[src/hdl/cbc_pkg.sv]
/*
 * Shared constants and types for the processor bus control pins and the
 * external memory / DMA master end.
 * Assumes a single 100 MHz clock on both ends.
 */
package cbc_pkg;
   // ------------------------------------------------------------
   // Widths and counts
   // ------------------------------------------------------------
   localparam int DATA_W = 32;
   localparam int COND_W = 4;
   localparam int IRQ_W = 6;
   localparam int BURST_WORDS = 4;
   localparam logic [1:0] WORD_CNT_ZERO = 2'h0;
   localparam logic [1:0] WORD_CNT_LAST = 2'h3;
   // Positions of the two interrupt groups in the six-line word
   localparam int IRQ_SYNC_LO = 0;
   localparam int IRQ_SYNC_HI = 2;
   localparam int IRQ_DIR_LO = 3;
   localparam int IRQ_DIR_HI = 5;
   // Positions of the two branch flag groups
   localparam int BR_DIR_HI = 1;
   localparam int BR_SYNC_LO = 2;
   localparam int BR_SYNC_HI = 3;
   // Reset values
   localparam logic [IRQ_W-1:0] IRQ_RESET = 6'h00;
   localparam logic [COND_W-1:0] COND_RESET = 4'h0;
   localparam logic [DATA_W-1:0] DATA_RESET = 32'h0000_0000;

   // Bus interface states of the processor end
   typedef enum logic [2:0] {
      CBC_IDLE,
      CBC_READ,
      CBC_WRITE,
      CBC_GRANTED
   } cbc_bus_state_t;

   // Memory end states
   typedef enum logic [1:0] {
      CBC_MEM_IDLE,
      CBC_MEM_WAIT,
      CBC_MEM_DATA
   } cbc_mem_state_t;
endpackage : cbc_pkg

[src/hdl/cbc_if.sv]
/*
 * Pins between the processor end and the memory / DMA master end.
 * Assumes both ends run on ref_clk_i; bus outputs carry an enable.
 */
`timescale 1ns/10ps
interface cbc_if;
   // ------------------------------------------------------------
   // Pins
   // ------------------------------------------------------------
   logic system_reference_clock_out;
   logic read_strobe;
   logic write_strobe;
   logic block_fetch;
   logic bus_out_en;
   logic [cbc_pkg::DATA_W-1:0] wdata;
   logic ack;
   logic read_buffer_capture_enable;
   logic [cbc_pkg::DATA_W-1:0] rdata;
   logic external_master_request;
   logic external_master_grant;
   logic bus_fault_input;
   logic [cbc_pkg::BR_SYNC_HI:cbc_pkg::BR_SYNC_LO] branch_flag_synced;
   logic [cbc_pkg::BR_DIR_HI:0] branch_flag_direct;
   logic [cbc_pkg::IRQ_SYNC_HI:cbc_pkg::IRQ_SYNC_LO] irq_synced;
   logic [cbc_pkg::IRQ_DIR_HI:cbc_pkg::IRQ_DIR_LO] irq_direct;

   // Processor side
   modport cpu (
      output system_reference_clock_out, read_strobe, write_strobe,
      output block_fetch, bus_out_en, wdata, external_master_grant,
      input ack, read_buffer_capture_enable, rdata,
      input external_master_request, bus_fault_input,
      input branch_flag_synced, branch_flag_direct, irq_synced, irq_direct
   );

   // Memory system and external master side
   modport mem (
      input system_reference_clock_out, read_strobe, write_strobe,
      input block_fetch, bus_out_en, wdata, external_master_grant,
      output ack, read_buffer_capture_enable, rdata,
      output external_master_request, bus_fault_input,
      output branch_flag_synced, branch_flag_direct, irq_synced, irq_direct
   );
endinterface : cbc_if

[src/hdl/cbc_sync2.sv]
/*
 * Two-flop synchroniser, parameterised width.
 * Assumes the input is asynchronous to ref_clk_i.
 */
`timescale 1ns/10ps
module cbc_sync2 #(
   parameter int W = 1
) (
   // Clock and reset
   input wire logic ref_clk_i,
   input wire logic nrst_i,
   // Data
   input wire logic [W-1:0] async_i,
   output logic [W-1:0] sync_o
);
   logic [W-1:0] meta_reg;
   logic [W-1:0] meta_next;
   logic [W-1:0] sync_reg;
   logic [W-1:0] sync_next;

   // Next values: first stage only feeds the second
   always_comb begin
      meta_next = async_i;
      sync_next = meta_reg;
   end

   // Register both stages
   always_ff @(posedge ref_clk_i or negedge nrst_i) begin
      if (!nrst_i) begin
         meta_reg <= '0;
         sync_reg <= '0;
      end else begin
         meta_reg <= meta_next;
         sync_reg <= sync_next;
      end
   end

   assign sync_o = sync_reg;
endmodule : cbc_sync2

[src/hdl/cbc_cpu.sv]
/*
 * Processor end of the bus control pins: transfer sequencing with
 * acknowledge, read buffer capture and bus fault, DMA grant, branch
 * condition and interrupt inputs, mode capture at reset release.
 * Assumes the far end drives direct inputs synchronously to ref_clk_i.
 */
// What this block does
// Acknowledge ends write or consumes read
// Capture enable latches bus word into buffer
// Reference clock output sequences bus machines
// All timing from double-rate master clock
// Request makes processor release bus outputs
// Grant output signals bus released
// Four branch flags drive coprocessor condition lines
// Branch flags 3:2 synchronised internally
// Branch flags 1:0 driven synchronously externally
// Bus fault ends transfer, sampled only in transfer
// Bus fault on read raises exception
// Six interrupt lines form one request word
// Interrupt pins sampled as modes at reset end
// Synced interrupts pass internal synchronisers
// Direct interrupts synchronised by external logic
// Direct interrupts seen one cycle sooner
// Separate read and write indicator outputs
// Block fetch requests four words
// Grant held until request withdrawn
`timescale 1ns/10ps
module cbc_cpu (
   // Clock and reset
   input wire logic ref_clk_i,
   input wire logic nrst_i,
   // Pins
   cbc_if.cpu bus,
   // Core requests
   input wire logic rd_req_i,
   input wire logic wr_req_i,
   input wire logic miss_i,
   input wire logic [cbc_pkg::DATA_W-1:0] wdata_i,
   // Core results
   output logic busy_o,
   output logic done_o,
   output logic [cbc_pkg::DATA_W-1:0] rdata_o,
   output logic rvalid_o,
   output logic bus_fault_exc_o,
   output logic [cbc_pkg::COND_W-1:0] coproc_condition_lines_o,
   output logic [cbc_pkg::IRQ_W-1:0] irq_lines_o,
   output logic [cbc_pkg::IRQ_W-1:0] mode_o
);
   // ------------------------------------------------------------
   // Reference clock
   // ------------------------------------------------------------
   // The master clock is ref_clk_i; the system clock is every other
   // edge, made as a toggle that also serves as the pin output.
   logic sys_clk_reg, sys_clk_next;
   logic sys_en;

   // Half-rate divider
   always_comb begin
      sys_clk_next = ~sys_clk_reg;
   end
   always_ff @(posedge ref_clk_i or negedge nrst_i) begin
      if (!nrst_i) begin
         sys_clk_reg <= 1'b0;
      end else begin
         sys_clk_reg <= sys_clk_next;
      end
   end
   assign sys_en = sys_clk_reg;
   assign bus.system_reference_clock_out = sys_clk_reg;

   // ------------------------------------------------------------
   // Input synchronisers
   // ------------------------------------------------------------
   logic [cbc_pkg::BR_SYNC_HI:cbc_pkg::BR_SYNC_LO] br_s;
   logic [cbc_pkg::IRQ_SYNC_HI:cbc_pkg::IRQ_SYNC_LO] irq_s;

   cbc_sync2 #(.W(2)) u_br_sync (
      .ref_clk_i(ref_clk_i),
      .nrst_i(nrst_i),
      .async_i(bus.branch_flag_synced),
      .sync_o(br_s)
   );
   cbc_sync2 #(.W(3)) u_irq_sync (
      .ref_clk_i(ref_clk_i),
      .nrst_i(nrst_i),
      .async_i(bus.irq_synced),
      .sync_o(irq_s)
   );

   // ------------------------------------------------------------
   // Condition, interrupt and mode registers
   // ------------------------------------------------------------
   logic [cbc_pkg::COND_W-1:0] cond_reg, cond_next;
   logic [cbc_pkg::IRQ_DIR_HI:cbc_pkg::IRQ_DIR_LO] irq_reg, irq_next;
   logic [cbc_pkg::IRQ_W-1:0] mode_reg, mode_next;
   logic mode_done_reg, mode_done_next;

   // Direct interrupts take one flop, synced ones two: one cycle sooner
   always_comb begin
      cond_next = {br_s, bus.branch_flag_direct};
      irq_next = bus.irq_direct;
      mode_next = mode_reg;
      mode_done_next = 1'b1;
      if (!mode_done_reg) begin
         mode_next = {bus.irq_direct, bus.irq_synced};
      end
   end
   always_ff @(posedge ref_clk_i or negedge nrst_i) begin
      if (!nrst_i) begin
         cond_reg <= cbc_pkg::COND_RESET;
         irq_reg <= cbc_pkg::IRQ_RESET[cbc_pkg::IRQ_DIR_HI:
                                       cbc_pkg::IRQ_DIR_LO];
         mode_reg <= cbc_pkg::IRQ_RESET;
         mode_done_reg <= 1'b0;
      end else begin
         cond_reg <= cond_next;
         irq_reg <= irq_next;
         mode_reg <= mode_next;
         mode_done_reg <= mode_done_next;
      end
   end
   assign coproc_condition_lines_o = cond_reg;
   assign irq_lines_o = {irq_reg, irq_s};
   assign mode_o = mode_reg;

   // ------------------------------------------------------------
   // Bus interface state machine
   // ------------------------------------------------------------
   cbc_pkg::cbc_bus_state_t st_reg, st_next;
   logic rd_reg, rd_next;
   logic wr_reg, wr_next;
   logic blk_reg, blk_next;
   logic oe_reg, oe_next;
   logic gnt_reg, gnt_next;
   logic done_reg, done_next;
   logic rv_reg, rv_next;
   logic exc_reg, exc_next;
   logic busy_reg, busy_next;
   logic [1:0] cnt_reg, cnt_next;
   logic [cbc_pkg::DATA_W-1:0] wd_reg, wd_next;
   logic [cbc_pkg::DATA_W-1:0] rd_buf_reg, rd_buf_next;

   // Transfer sequencing, advancing on system clock enable only
   always_comb begin
      st_next = st_reg;
      rd_next = rd_reg;
      wr_next = wr_reg;
      blk_next = blk_reg;
      oe_next = oe_reg;
      gnt_next = gnt_reg;
      done_next = 1'b0;
      rv_next = 1'b0;
      exc_next = 1'b0;
      cnt_next = cnt_reg;
      wd_next = wd_reg;
      rd_buf_next = rd_buf_reg;
      if (sys_en) begin
         unique case (st_reg)
            cbc_pkg::CBC_IDLE: begin
               if (bus.external_master_request) begin
                  st_next = cbc_pkg::CBC_GRANTED;
                  oe_next = 1'b0;
                  gnt_next = 1'b1;
               end else if (rd_req_i) begin
                  st_next = cbc_pkg::CBC_READ;
                  rd_next = 1'b1;
                  blk_next = miss_i;
                  cnt_next = cbc_pkg::WORD_CNT_ZERO;
               end else if (wr_req_i) begin
                  st_next = cbc_pkg::CBC_WRITE;
                  wr_next = 1'b1;
                  wd_next = wdata_i;
               end
            end
            cbc_pkg::CBC_READ: begin
               if (bus.bus_fault_input) begin
                  exc_next = 1'b1;
                  done_next = 1'b1;
                  rd_next = 1'b0;
                  blk_next = 1'b0;
                  st_next = cbc_pkg::CBC_IDLE;
               end else if (bus.read_buffer_capture_enable) begin
                  rd_buf_next = bus.rdata;
                  rv_next = 1'b1;
                  if (!blk_reg || cnt_reg == cbc_pkg::WORD_CNT_LAST ||
                      bus.ack) begin
                     done_next = 1'b1;
                     rd_next = 1'b0;
                     blk_next = 1'b0;
                     st_next = cbc_pkg::CBC_IDLE;
                  end
                  cnt_next = cnt_reg + 2'h1;
               end
            end
            cbc_pkg::CBC_WRITE: begin
               if (bus.ack || bus.bus_fault_input) begin
                  done_next = 1'b1;
                  wr_next = 1'b0;
                  st_next = cbc_pkg::CBC_IDLE;
               end
            end
            cbc_pkg::CBC_GRANTED: begin
               if (!bus.external_master_request) begin
                  gnt_next = 1'b0;
                  oe_next = 1'b1;
                  st_next = cbc_pkg::CBC_IDLE;
               end
            end
            default: begin
               st_next = cbc_pkg::CBC_IDLE;
            end
         endcase
      end
      busy_next = rd_next | wr_next | gnt_next;
   end
   always_ff @(posedge ref_clk_i or negedge nrst_i) begin
      if (!nrst_i) begin
         st_reg <= cbc_pkg::CBC_IDLE;
         rd_reg <= 1'b0;
         wr_reg <= 1'b0;
         blk_reg <= 1'b0;
         oe_reg <= 1'b1;
         gnt_reg <= 1'b0;
         done_reg <= 1'b0;
         rv_reg <= 1'b0;
         exc_reg <= 1'b0;
         busy_reg <= 1'b0;
         cnt_reg <= cbc_pkg::WORD_CNT_ZERO;
         wd_reg <= cbc_pkg::DATA_RESET;
         rd_buf_reg <= cbc_pkg::DATA_RESET;
      end else begin
         st_reg <= st_next;
         rd_reg <= rd_next;
         wr_reg <= wr_next;
         blk_reg <= blk_next;
         oe_reg <= oe_next;
         gnt_reg <= gnt_next;
         done_reg <= done_next;
         rv_reg <= rv_next;
         exc_reg <= exc_next;
         busy_reg <= busy_next;
         cnt_reg <= cnt_next;
         wd_reg <= wd_next;
         rd_buf_reg <= rd_buf_next;
      end
   end

   // Pin and core outputs, all from flops
   assign bus.read_strobe = rd_reg;
   assign bus.write_strobe = wr_reg;
   assign bus.block_fetch = blk_reg;
   assign bus.bus_out_en = oe_reg;
   assign bus.wdata = wd_reg;
   assign bus.external_master_grant = gnt_reg;
   assign busy_o = busy_reg;
   assign done_o = done_reg;
   assign rvalid_o = rv_reg;
   assign rdata_o = rd_buf_reg;
   assign bus_fault_exc_o = exc_reg;
endmodule : cbc_cpu

[src/flat_wrapper.sv]
// flat-port wrapper written by rule: the top's interface ports become plain ports
module cbc_cpu_flat 
  (ref_clk_i, nrst_i, rd_req_i, wr_req_i, miss_i, wdata_i, busy_o, done_o, rdata_o, rvalid_o, bus_fault_exc_o, coproc_condition_lines_o, irq_lines_o, mode_o, bus_system_reference_clock_out, bus_read_strobe, bus_write_strobe, bus_block_fetch, bus_bus_out_en, bus_wdata, bus_external_master_grant, bus_ack, bus_read_buffer_capture_enable, bus_rdata, bus_external_master_request, bus_bus_fault_input, bus_branch_flag_synced, bus_branch_flag_direct, bus_irq_synced, bus_irq_direct);
  cbc_if bus_i ();
  input wire logic ref_clk_i;
  input wire logic nrst_i;
  input wire logic rd_req_i;
  input wire logic wr_req_i;
  input wire logic miss_i;
  input wire logic [cbc_pkg::DATA_W-1:0] wdata_i;
  output logic busy_o;
  output logic done_o;
  output logic [cbc_pkg::DATA_W-1:0] rdata_o;
  output logic rvalid_o;
  output logic bus_fault_exc_o;
  output logic [cbc_pkg::COND_W-1:0] coproc_condition_lines_o;
  output logic [cbc_pkg::IRQ_W-1:0] irq_lines_o;
  output logic [cbc_pkg::IRQ_W-1:0] mode_o;
  output wire logic [$bits(bus_i.system_reference_clock_out)-1:0] bus_system_reference_clock_out;
  output wire logic [$bits(bus_i.read_strobe)-1:0] bus_read_strobe;
  output wire logic [$bits(bus_i.write_strobe)-1:0] bus_write_strobe;
  output wire logic [$bits(bus_i.block_fetch)-1:0] bus_block_fetch;
  output wire logic [$bits(bus_i.bus_out_en)-1:0] bus_bus_out_en;
  output wire logic [$bits(bus_i.wdata)-1:0] bus_wdata;
  output wire logic [$bits(bus_i.external_master_grant)-1:0] bus_external_master_grant;
  input wire logic [$bits(bus_i.ack)-1:0] bus_ack;
  input wire logic [$bits(bus_i.read_buffer_capture_enable)-1:0] bus_read_buffer_capture_enable;
  input wire logic [$bits(bus_i.rdata)-1:0] bus_rdata;
  input wire logic [$bits(bus_i.external_master_request)-1:0] bus_external_master_request;
  input wire logic [$bits(bus_i.bus_fault_input)-1:0] bus_bus_fault_input;
  input wire logic [$bits(bus_i.branch_flag_synced)-1:0] bus_branch_flag_synced;
  input wire logic [$bits(bus_i.branch_flag_direct)-1:0] bus_branch_flag_direct;
  input wire logic [$bits(bus_i.irq_synced)-1:0] bus_irq_synced;
  input wire logic [$bits(bus_i.irq_direct)-1:0] bus_irq_direct;
  assign bus_system_reference_clock_out = bus_i.system_reference_clock_out;
  assign bus_read_strobe = bus_i.read_strobe;
  assign bus_write_strobe = bus_i.write_strobe;
  assign bus_block_fetch = bus_i.block_fetch;
  assign bus_bus_out_en = bus_i.bus_out_en;
  assign bus_wdata = bus_i.wdata;
  assign bus_external_master_grant = bus_i.external_master_grant;
  assign bus_i.ack = bus_ack;
  assign bus_i.read_buffer_capture_enable = bus_read_buffer_capture_enable;
  assign bus_i.rdata = bus_rdata;
  assign bus_i.external_master_request = bus_external_master_request;
  assign bus_i.bus_fault_input = bus_bus_fault_input;
  assign bus_i.branch_flag_synced = bus_branch_flag_synced;
  assign bus_i.branch_flag_direct = bus_branch_flag_direct;
  assign bus_i.irq_synced = bus_irq_synced;
  assign bus_i.irq_direct = bus_irq_direct;
  cbc_cpu u_core (.ref_clk_i(ref_clk_i), .nrst_i(nrst_i), .bus(bus_i), .rd_req_i(rd_req_i), .wr_req_i(wr_req_i), .miss_i(miss_i), .wdata_i(wdata_i), .busy_o(busy_o), .done_o(done_o), .rdata_o(rdata_o), .rvalid_o(rvalid_o), .bus_fault_exc_o(bus_fault_exc_o), .coproc_condition_lines_o(coproc_condition_lines_o), .irq_lines_o(irq_lines_o), .mode_o(mode_o));
endmodule
[config.mk]
export PLATFORM = sky130hd
export DESIGN_NAME = cbc_cpu_flat
export DESIGN_NICKNAME = d
export VERILOG_FILES = /design/src/hdl/cbc_pkg.sv /design/src/hdl/cbc_if.sv /design/src/hdl/cbc_sync2.sv /design/src/hdl/cbc_cpu.sv /design/src/flat_wrapper.sv
export SDC_FILE = /design/constraint.sdc
export NUM_CORES = 1
export LEC_CHECK = 0
export BUFFER_PORTS_ARGS = -buffer_cell sky130_fd_sc_hd__buf_2
export CELL_PAD_IN_SITES_DETAIL_PLACEMENT = 0
export CELL_PAD_IN_SITES_GLOBAL_PLACEMENT = 1
export CORE_MARGIN = 1.5
export CORE_UTILIZATION = 40
export DETAILED_ROUTE_END_ITERATION = 8
export PLACE_DENSITY_LB_ADDON = 0.1
export RECOVER_POWER = 25
export SYNTH_ARGS = -nofsm -noshare
export SYNTH_HDL_FRONTEND = slang
export SYNTH_SLANG_ARGS = --single-unit
[constraint.sdc]
create_clock -name ref_clk_i -period 4.9 [get_ports ref_clk_i]
set_input_delay 0.49 -clock ref_clk_i [delete_from_list [all_inputs] [get_ports ref_clk_i]]
set_output_delay 0.49 -clock ref_clk_i [all_outputs]
set_load 0.01 [all_outputs]
==> reports/metrics.csv, run 1 <==
metric,value,unit
ys_ff_latch,102,
cts_setup_buffers,0,
ff2ff_path_depth,4,
finalCritPeriodShare,54.09,%
max_freq,377.3,MHz
endpoint_kind,flop,
cts_num_sinks,102,
switching_share,32.42,%
wl_met3,566,µm
die_h,102.4,µm
cp-start-kind,flop,
rsz0062_at_grt,no,
register_area,2554,µm²
synth_top_area_cell,dfrtp_1,
synthFlopType,dfrtp_1,
dpl.hpwl,5973,µm
synth_commonest_cells,"dfrtp_1, mux2_1, mux2_4",
power_frac_comb,36.7,%
rr_endpoint,u_core.bus.wdata[14],
path_class,reg2reg,
avgSynthCellArea,16.21,µm²
fillCellCount,854,
grt_pass1_vias,2410,
synth-xor-area-share,0,%
synth-seq-area-share,64.57,%
row_count,36,
synth_mux_area_share,23.22,%
r2r_slack,2.25,ns
setup_viol,0,
core,9684,µm²
crit_required,5.14,ns
grt_use_total,15.56,%
drv_slew,0,
vdd_drop_max,231.1,µV
io_buffers,172,
drive_gt1_share,54.87,%
die-area,10490,µm²
cell_internal_pwr,0.001953,W
synth_fa_ha_area_share,1.582,%
drtPass1Iterations,4,
overflow,0,
p_leak,2.718,nW
status,finished clean,
p_switching,0.0009368,W
ys_warn_count,0,
syn-num-nets,332,
drcViolationCount,0,
dr.first_iter.drc_count,72,
area_delta_synth_final,28.95,%
power_frac_seq,45.3,%
hold_class,in2reg,
top_layer_used,met4,
dr_wl_met2,3964,µm
worst_slack,2.249,ns
dp.cells,539,
postRouteAntennaNets,0,
tns,0,ns
power.density,566.7,nW/µm²
grt_pass1_wl,12300,µm
ys_async_sr_fraction,100.0,%
die_w,102.4,µm
grt_max_degree,71,
path_clk_slew,0.10,ns
cts_buffer_depth,2,
yosysTopAreaCellShare,63.90,%
ys_types,39,
power.share.clock,18.1,%
netlist_area,3955,µm²
stdcell_count,555,
synthCells,244,
io_pins,173,
worstPathArrival,2.89,ns
numCtsBuffers,9,
ctsHoldBuffers,0,
htree_levels,3,
drt-total-wl,8339,µm
gp_congestion,0.8041,
wl_met1,3660,µm
drt-wirelength-per-cell,15.03,µm
antenna_found_initial,0,
start_util,40.84,%
cts-resized-gates,0,
synth_compound_area_share,3.765,%
synthTopCellsByArea,"dfrtp_1, mux2_4, mux2_1",
num_vias,2589,
clk_latency,0.36,ns
final_util,52.66,%
nNetsFinal,505,
synth_top_family_by_area,multiplexers,
max_slew_margin,25.83,%
cp-endpoint,u_core.bus.wdata[14],
vias_per_cell,4.665,
synthSimpleGateAreaFrac,4.239,%
finalCriticalPeriod,2.651,ns
path_max_fanout,33,
startpoint,u_core.st_reg[0],
synth_edf_count,0,
final_hold_viol_count,0,
cts_tree,done,
multiInputGateArea,1301,µm²
place_ws,2.204,ns
whs_path_depth,1,
cts-root-buf,clkbuf_8,
reg2reg_from,u_core.st_reg[0],
yosysMostFrequentCell,dfrtp_1,
worst_pin_slew,1.110,ns
cap_violations,0,
finalClockSkew,0.01203,ns
==> through the flow <==
stage / instance area, µm² / hold WS, ns / power (W)
after floorplan: 3955 / 0.1944 / 0.001959
after CTS: 5097 / 0.2007 / 0.002939
after global routing: 5097 / 0.1982 / 0.003096
final: 5100 / 0.2313 / 0.002890
after global placement: 4911 / 0.3322 / 0.002381
after detailed placement: 4911 / 0.3347 / 0.002405
==> power by group through the flow <==
stage / clock (W) / combinational, W / sequential, W
6_report: 0.000522 / 0.00106 / 0.00131
5_1_grt: 0.000578 / 0.00117 / 0.00135
4_1_cts: 0.000547 / 0.00108 / 0.00131
3_5_place_dp: 0 / 0.00108 / 0.00133
3_3_place_gp: 0 / 0.00106 / 0.00132
2_1_floorplan: 0 / 0.000492 / 0.00147
==> critical path: stages, from the launching register on <==
cell     delay, ns
dfrtp_1       0.42
inv_1         0.11
ha_1          0.38
nand4_2       0.92
mux2_1        0.67
==> cell usage in the layout (no fill, tap or decap), types with 2 or more instances in the layout <==
master / Yosys / final
clkinvlp_4: 0 / 2
nand3_1: 3 / 3
buf_2: 5 / 171
mux2_1: 34 / 34
dfrtp_1: 101 / 101
nor2_1: 2 / 2
mux2_2: 8 / 8
buf_4: 1 / 2
ha_1: 5 / 5
a31oi_1: 2 / 2
inv_1: 5 / 5
o31ai_1: 3 / 3
nand2b_1: 2 / 2
and3b_1: 2 / 2
mux2_4: 29 / 29
o21ai_0: 7 / 7
clkbuf_8: 0 / 9
nand2_1: 9 / 9
==> final cells by class <==
class                   instances  area share, %
flip-flops and latches        102          50.07
multi-input cells             126          25.52
repair buffers                173          17.08
well taps                     133          3.263
clock buffers                  10          2.502
clock inverters                 5          1.153
inverters                       5         0.3680
diodes                          1        0.04907
==> kinds of logic after synthesis <==
| kind of cell | Yosys count |
|---|---|
| AO/OA/AOI/OAI | 21 |
| adder cells (fa/ha/maj) | 5 |
| other | 1 |
| flip-flops | 102 |
| multiplexers | 72 |
| buffers and inverters | 16 |
| AND/OR/NAND/NOR | 27 |
==> how the worst min path moves through the flow <==
stage                                  startpoint                                  to
floorplan                                  nrst_i              u_core.bus.block_fetch
global placement    u_core.u_irq_sync.meta_reg[0]         u_core.u_irq_sync.sync_o[0]
detailed placement   u_core.u_br_sync.meta_reg[1]          u_core.u_br_sync.sync_o[1]
CTS                     bus_branch_flag_direct[1]  u_core.coproc_condition_lines_o[1]
global route            bus_branch_flag_direct[1]  u_core.coproc_condition_lines_o[1]
finish                  bus_branch_flag_direct[1]  u_core.coproc_condition_lines_o[1]
==> metal layers <==
layer / up-vias / global-route usage (%)
met3: 12 / 3.967
met1: 1284 / 20.46
li1: 1194 / -
met5: - / 0
met2: 99 / 23.79
met4: 0 / 8.114
Power figures use the tool's default switching activity.
==> run 2: changes to the inputs <==
--- a/config.mk
+++ b/config.mk
@@ -5,11 +5,12 @@
 export SDC_FILE = /design/constraint.sdc
 export NUM_CORES = 1
 export LEC_CHECK = 0
+export ABC_AREA = 1
 export BUFFER_PORTS_ARGS = -buffer_cell sky130_fd_sc_hd__buf_2
 export CELL_PAD_IN_SITES_DETAIL_PLACEMENT = 0
 export CELL_PAD_IN_SITES_GLOBAL_PLACEMENT = 1
 export CORE_MARGIN = 1.5
-export CORE_UTILIZATION = 40
+export CORE_UTILIZATION = 35
 export DETAILED_ROUTE_END_ITERATION = 8
 export PLACE_DENSITY_LB_ADDON = 0.1
 export RECOVER_POWER = 25
==> constraint.sdc (replaced) <==
create_clock -name ref_clk_i -period 2.45 [get_ports ref_clk_i]
set_input_delay 0.245 -clock ref_clk_i [delete_from_list [all_inputs] [get_ports ref_clk_i]]
set_output_delay 0.245 -clock ref_clk_i [all_outputs]
set_load 0.01 [all_outputs]
==> run 2 against run 1 <==
Hold slack worse by 0.14 ns; wire length is 11% higher; synthesized cell count is 68% higher; critical path type unchanged; non-clock buffer count is 16 higher; first-iteration DRC count is 58% higher; cell count is 33% higher; highest routed layer unchanged; final area is 5.7% higher; utilization is 3.8 points lower.
==> reports/metrics.csv, run 2 <==
metric,value,unit,change
cell_internal_pwr,0.003803,W,+95%
whs_path_depth,3,,+2
numCtsBuffers,9,,unchanged
postRouteAntennaNets,0,,unchanged
gp_congestion,0.7637,,-5.0%
ys_ff_latch,102,,unchanged
cp-start-kind,flop,,
drcViolationCount,0,,unchanged
dpl.hpwl,6713,µm,+12%
cts_num_sinks,102,,unchanged
ys_types,26,,-33%
path_max_fanout,33,,unchanged
synth_commonest_cells,"nand2_1, dfrtp_1, inv_1",,
drtPass1Iterations,4,,unchanged
finalCriticalPeriod,1.751,ns,-0.8996 ns
drv_slew,0,,unchanged
crit_required,2.74,ns,-2.40 ns
path_clk_slew,0.07,ns,-0.03 ns
rsz0062_at_grt,no,,
grt_pass1_wl,14460,µm,+18%
rr_endpoint,u_core.rdata_o[2],,
synthSimpleGateAreaFrac,18.59,%,+14 points
synthTopCellsByArea,"dfrtp_1, nand2_1, inv_1",,
cts_buffer_depth,2,,unchanged
netlist_area,4018,µm²,+1.6%
synth_edf_count,0,,unchanged
power.density,1094,nW/µm²,+93%
grt_use_total,15.80,%,+0.25 points
synth_compound_area_share,6.914,%,+3.1 points
synth-xor-area-share,0,%,unchanged
endpoint_kind,flop,,
drive_gt1_share,36.33,%,-19 points
hold_path_end,u_core.rdata_o[8],,
num_vias,3176,,+23%
diodes,0,,-1
cts_tree,done,,
p_switching,0.002094,W,+120%
io_buffers,172,,unchanged
synthCells,410,,+68%
reg2reg_from,u_core.st_reg[1],,
r2r_slack,0.70,ns,-1.55 ns
power_frac_comb,33.3,%,-3.4 points
yosysMostFrequentCell,nand2_1,,
cap_violations,0,,unchanged
synth_fa_ha_area_share,1.557,%,-0.025 points
drt-total-wl,9217,µm,+11%
dp.cells,713,,+32%
cts_setup_buffers,0,,unchanged
max_slew_margin,25.47,%,-0.36 points
vdd_drop_max,482.3,µV,+110%
mostFrequentLayoutCells,"buf_2, nand2_1, dfrtp_1, inv_1, o21ai_2",,
overflow,0,,unchanged
final_util,48.85,%,-3.8 points
avgSynthCellArea,9.799,µm²,-40%
die_w,110.1,µm,+7.5%
nNetsFinal,683,,+35%
switching_share,35.51,%,+3.1 points
worst_slack,0.6990,ns,-1.550 ns
synth_top_family_by_area,simple AND/OR/NAND/NOR gates,,
htree_levels,3,,unchanged
yosysTopAreaCellShare,62.91,%,-1.0 points
die-area,12130,µm²,+16%
synth_top_area_cell,dfrtp_1,,
synth-seq-area-share,63.56,%,-1.0 points
io_pins,173,,unchanged
drt-wirelength-per-cell,12.46,µm,-17%
power.share.clock,23.5,%,+5.4 points
grt_max_degree,53,,-25%
final_hold_viol_count,0,,unchanged
synth_mux_area_share,1.682,%,-22 points
vias_per_cell,4.292,,-8.0%
status,finished clean,,
cts-root-buf,clkbuf_16,,
worstPathArrival,2.04,ns,-0.85 ns
antenna_found_initial,0,,unchanged
area_delta_synth_final,34.13,%,
hold_slack,0.08918,ns,-0.1421 ns
path_class,reg2reg,,
max_freq,571.1,MHz,+51%
synthFlopType,dfrtp_1,,
syn-num-nets,498,,+50%
die_h,110.1,µm,+7.5%
start_util,36.42,%,-4.4 points
row_count,38,,+5.6%
core,11030,µm²,+14%
ys_warn_count,0,,unchanged
ff2ff_path_depth,8,,+4
finalClockSkew,0.005018,ns,-0.007016 ns
grt_pass1_vias,3054,,+27%
p_leak,3.108,nW,+14%
setup_viol,0,,unchanged
layout_commonest_cell,buf_2,,
power_frac_seq,43.1,%,-2.2 points
hold_class,in2reg,,
place_ws,0.6679,ns,-1.536 ns
dr.first_iter.drc_count,114,,+58%
clk_latency,0.35,ns,about the same
stdcell_count,740,,+33%
hp-start,bus_rdata[8],,
worst_pin_slew,1.118,ns,+0.008104 ns
tns,0,ns,unchanged
ys_async_sr_fraction,100.0,%,unchanged
finalCritPeriodShare,71.47,%,+17 points
## run 2: cell type report
cell class                 instances  area [µm²]
fill                            1120        5642
sequential                       102        2554
multi-input combinational        242        1159
timing repair buffer             189        1017
clock buffer                       9       225.2
inverter                          51       191.4
tap                              140       175.2
clock inverter                     7       67.56
## run 2: routing by layer
metal,share of wire (%),vias up,global-route usage (%)
met3,8.3,14,5.703
met4,2.2,0,7.875
li1,-,1617,-
met5,0,-,0
met2,45,106,24.00
met1,45,1439,19.94
## run 2: what timing repair did
action | in CTS | in global routing
hold buffers | 11 | 0
gates resized for setup | 0 | 0
hold endpoints to repair | 51 | 0
## run 2: power by group through the flow
stage | Sequential [W] | Combinational [W] | Clock (W)
2_1_floorplan | 0.00282 | 0.000891 | 0
3_3_place_gp | 0.00255 | 0.00198 | 0
3_5_place_dp | 0.00257 | 0.00200 | 0
4_1_cts | 0.00255 | 0.00201 | 0.00145
5_1_grt | 0.00262 | 0.00224 | 0.00151
6_report | 0.00254 | 0.00197 | 0.00139
## run 2: worst max path at each step
stage,startpoint,cells after the start,to,slack (ns)
detailed placement,u_core.st_reg[1],8,u_core.rdata_o[2],0.67
finish,u_core.st_reg[1],8,u_core.rdata_o[2],0.70
floorplan,u_core.st_reg[1],10,u_core.rdata_o[10],1.08
CTS,u_core.st_reg[1],8,u_core.rdata_o[2],0.67
global placement,u_core.st_reg[1],8,u_core.rdata_o[18],0.77
global route,u_core.st_reg[1],8,u_core.rdata_o[7],0.51
## run 2: cells by family (layout without fill, tap and decap cells)
family,Yosys count,after routing
other,1,1
AOI/OAI and AO/OA,40,40
and+or+nand+nor,190,190
DFF,102,102
muxes,6,6
buffers and inverters,66,256
adders and majority gates,5,5
## run 2: through the flow
step,cell area (µm²),total power (W)
finish,5389,0.005898
global route,5389,0.006377
CTS,5403,0.006011
detailed placement,5000,0.004569
global placement,5000,0.004537
floorplan,4018,0.003716
## run 2: worst max-delay path, cell delays in order (launching register included)
cell,delay [ns]
dfrtp_1,0.41
inv_1,0.09
ha_1,0.28
nand2_1,0.12
inv_2,0.07
nand3_2,0.07
inv_2,0.43
nand2_1,0.12
nand2_1,0.09
==> run 3: changes to the inputs <==
==> constraint.sdc (replaced) <==
create_clock -name ref_clk_i -period 1.7 [get_ports ref_clk_i]
set_input_delay 0.17 -clock ref_clk_i [delete_from_list [all_inputs] [get_ports ref_clk_i]]
set_output_delay 0.17 -clock ref_clk_i [all_outputs]
set_load 0.01 [all_outputs]
==> run 3 against run 2 <==
Clock skew is 0.0034 ns higher; total power increased by 46%; fmax grew 16%; final area up 1.5%; combinational power increased by 47%; global-route usage fell by 0.059 points; utilization rose by 0.73 points; clock power grew 45%; cell count rose by 0.81%; hold slack got worse by 0.074 ns.
==> reports/metrics.csv, run 3 (synthesized netlist as in run 2, its figures left out) <==
metric,value,unit,change
status,finished clean,,
grt_pass1_wl,14450,µm,about the same
max_freq,662.9,MHz,+16%
path_cells,inv_1 > ha_1 > nand4_1 > buf_4 > buf_12 > nand2_1 > o21ai_1,,
dr_wl_met2,4156,µm,+0.48%
tns,0,ns,unchanged
core,11030,µm²,unchanged
drv_slew,0,,unchanged
worstPathArrival,1.73,ns,-0.31 ns
p_leak,3.162,nW,+1.7%
path_clk_slew,0.07,ns,about the same
rsz0062_at_grt,no,,
worst_pin_slew,0.7812,ns,-0.3368 ns
path_class,reg2reg,,
finalClockSkew,0.008370,ns,+0.003352 ns
row_count,38,,unchanged
gp_congestion,0.8565,,+12%
vdd_drop_max,605.9,µV,+26%
wl_met3,802,µm,+4.7%
die_h,110.1,µm,unchanged
dp.cells,717,,+0.56%
top_layer_used,met4,,
area_delta_synth_final,36.13,%,
cts_buffer_depth,2,,unchanged
place_ws,0.1279,ns,-0.5400 ns
hold_class,in2reg,,
grt_use_total,15.75,%,-0.059 points
postRouteAntennaNets,0,,unchanged
numCtsBuffers,9,,unchanged
nNetsFinal,689,,+0.88%
final_hold_viol_count,0,,unchanged
finalCritPeriodShare,88.74,%,+17 points
overflow,0,,unchanged
mostFrequentLayoutCells,"buf_2, nand2_1, dfrtp_1, inv_1, o21ai_2",,
drtPass1Iterations,6,,+2
max_slew_margin,47.92,%,+22 points
fillCellCount,1087,,-2.9%
io_pins,173,,unchanged
stdcell_count,746,,+0.81%
worst_slack,0.1914,ns,-0.5077 ns
start_util,36.42,%,unchanged
layout_commonest_cell,buf_2,,
die_w,110.1,µm,unchanged
diodes,0,,unchanged
htree_levels,3,,unchanged
slowest_stage,dfrtp_1,,
setup_viol,0,,unchanged
r2r_slack,0.19,ns,-0.51 ns
vias_per_cell,4.302,,+0.23%
drive_gt1_share,37.79,%,+1.5 points
io_buffers,172,,unchanged
drt-wirelength-per-cell,12.50,µm,+0.34%
cp-start-kind,flop,,
endpoint_kind,flop,,
hold_slack,0.01543,ns,-0.07375 ns
path_max_fanout,42,,+27%
drcViolationCount,0,,unchanged
dr.first_iter.drc_count,107,,-6.1%
antenna_found_initial,0,,unchanged
path_buf_inv,3,,unchanged
drt-total-wl,9323,µm,+1.2%
num_vias,3209,,+1.0%
grt_max_degree,45,,-15%
cpPeakStageDelay,0.41,ns,-0.02 ns
cts_num_sinks,102,,unchanged
power.density,1572,nW/µm²,+44%
grt_pass1_vias,3080,,+0.85%
finalCriticalPeriod,1.509,ns,-0.2423 ns
cts-root-buf,clkbuf_16,,
cts_tree,done,,
dpl.hpwl,6772,µm,+0.87%
wl_met1,4064,µm,-1.1%
die-area,12130,µm²,unchanged
finalPower,0.008595,W,+46%
clk_latency,0.35,ns,about the same
cap_violations,0,,unchanged
crit_required,1.92,ns,-0.82 ns
cpLargestDelayFamily,buffers and inverters,,
[run 3: cell types whose count changed in the layout (fill, tap and decap cells not counted), sizes merged]
cell         change
clkinv           -3
clkbuf           -3
dlygate4sd3      +1
buf              +9
inv              +2
[run 3: where the power goes]
part | internal, W | total [W] | switching [W] | leakage (nW)
registers | 0.00325 | 0.00367 | 0.000419 | 1.26
clock network | 0.00107 | 0.00202 | 0.000952 | 0.148
logic | 0.00124 | 0.00290 | 0.00166 | 1.75
total | 0.00556 | 0.00859 | 0.00303 | 3.16
[run 3: final timing paths]
path | endpoint | cells past startpoint | start
min in group asynchronous | u_core.bus.external_master_grant | 2 | nrst_i
worst max-delay path | u_core.bus.wdata[8] | 7 | u_core.st_reg[0]
worst max register to register | u_core.bus.wdata[8] | 7 | u_core.st_reg[0]
max in group asynchronous | u_core.rdata_o[14] | 3 | nrst_i
worst min register to register | u_core.u_br_sync.sync_o[0] | 0 | u_core.u_br_sync.meta_reg[0]
worst min-delay path | u_core.rdata_o[8] | 3 | bus_rdata[8]
[run 3: area by class of cell]
type	instances	area (µm²)	share of cell area, %
Sequential cell	102	2554	46.69
Multi-Input combinational cell	242	1159	21.19
Timing Repair Buffer	195	1094	20.00
Clock buffer	10	239.0	4.370
Inverter	51	191.4	3.500
Tap cell	140	175.2	3.203
Clock inverter	6	57.56	1.052
[run 3: metrics by stage]
stage / area, µm² / utilization (%)
6_report: 5469 / 49.58
5_1_grt: 5469 / 49.58
4_1_cts: 5497 / 49.83
3_5_place_dp: 5080 / 46.05
3_3_place_gp: 5080 / 46.05
2_1_floorplan: 4018 / -
[run 3: layer usage]
layer  up-vias  GRT usage [%]
met5         -              0
met1      1434          19.38
li1       1629              -
met4         0          8.974
met3        23          5.467
met2       123          24.09
[run 3: worst reg2reg max path: cells and delay by family (launching register included)]
kind,cells,cell delay (ns)
AOI/OAI and AO/OA,1,0.07
DFF,1,0.41
and+or+nand+nor,2,0.21
adders and majority gates,1,0.26
buffers and inverters,3,0.45
[run 3: what timing repair did]
item	CTS	global route
hold buffers	12	0
setup endpoints to repair	0	6
gates resized for setup	0	0
endpoints found under the hold margin	113	0
buffers inserted	0	1
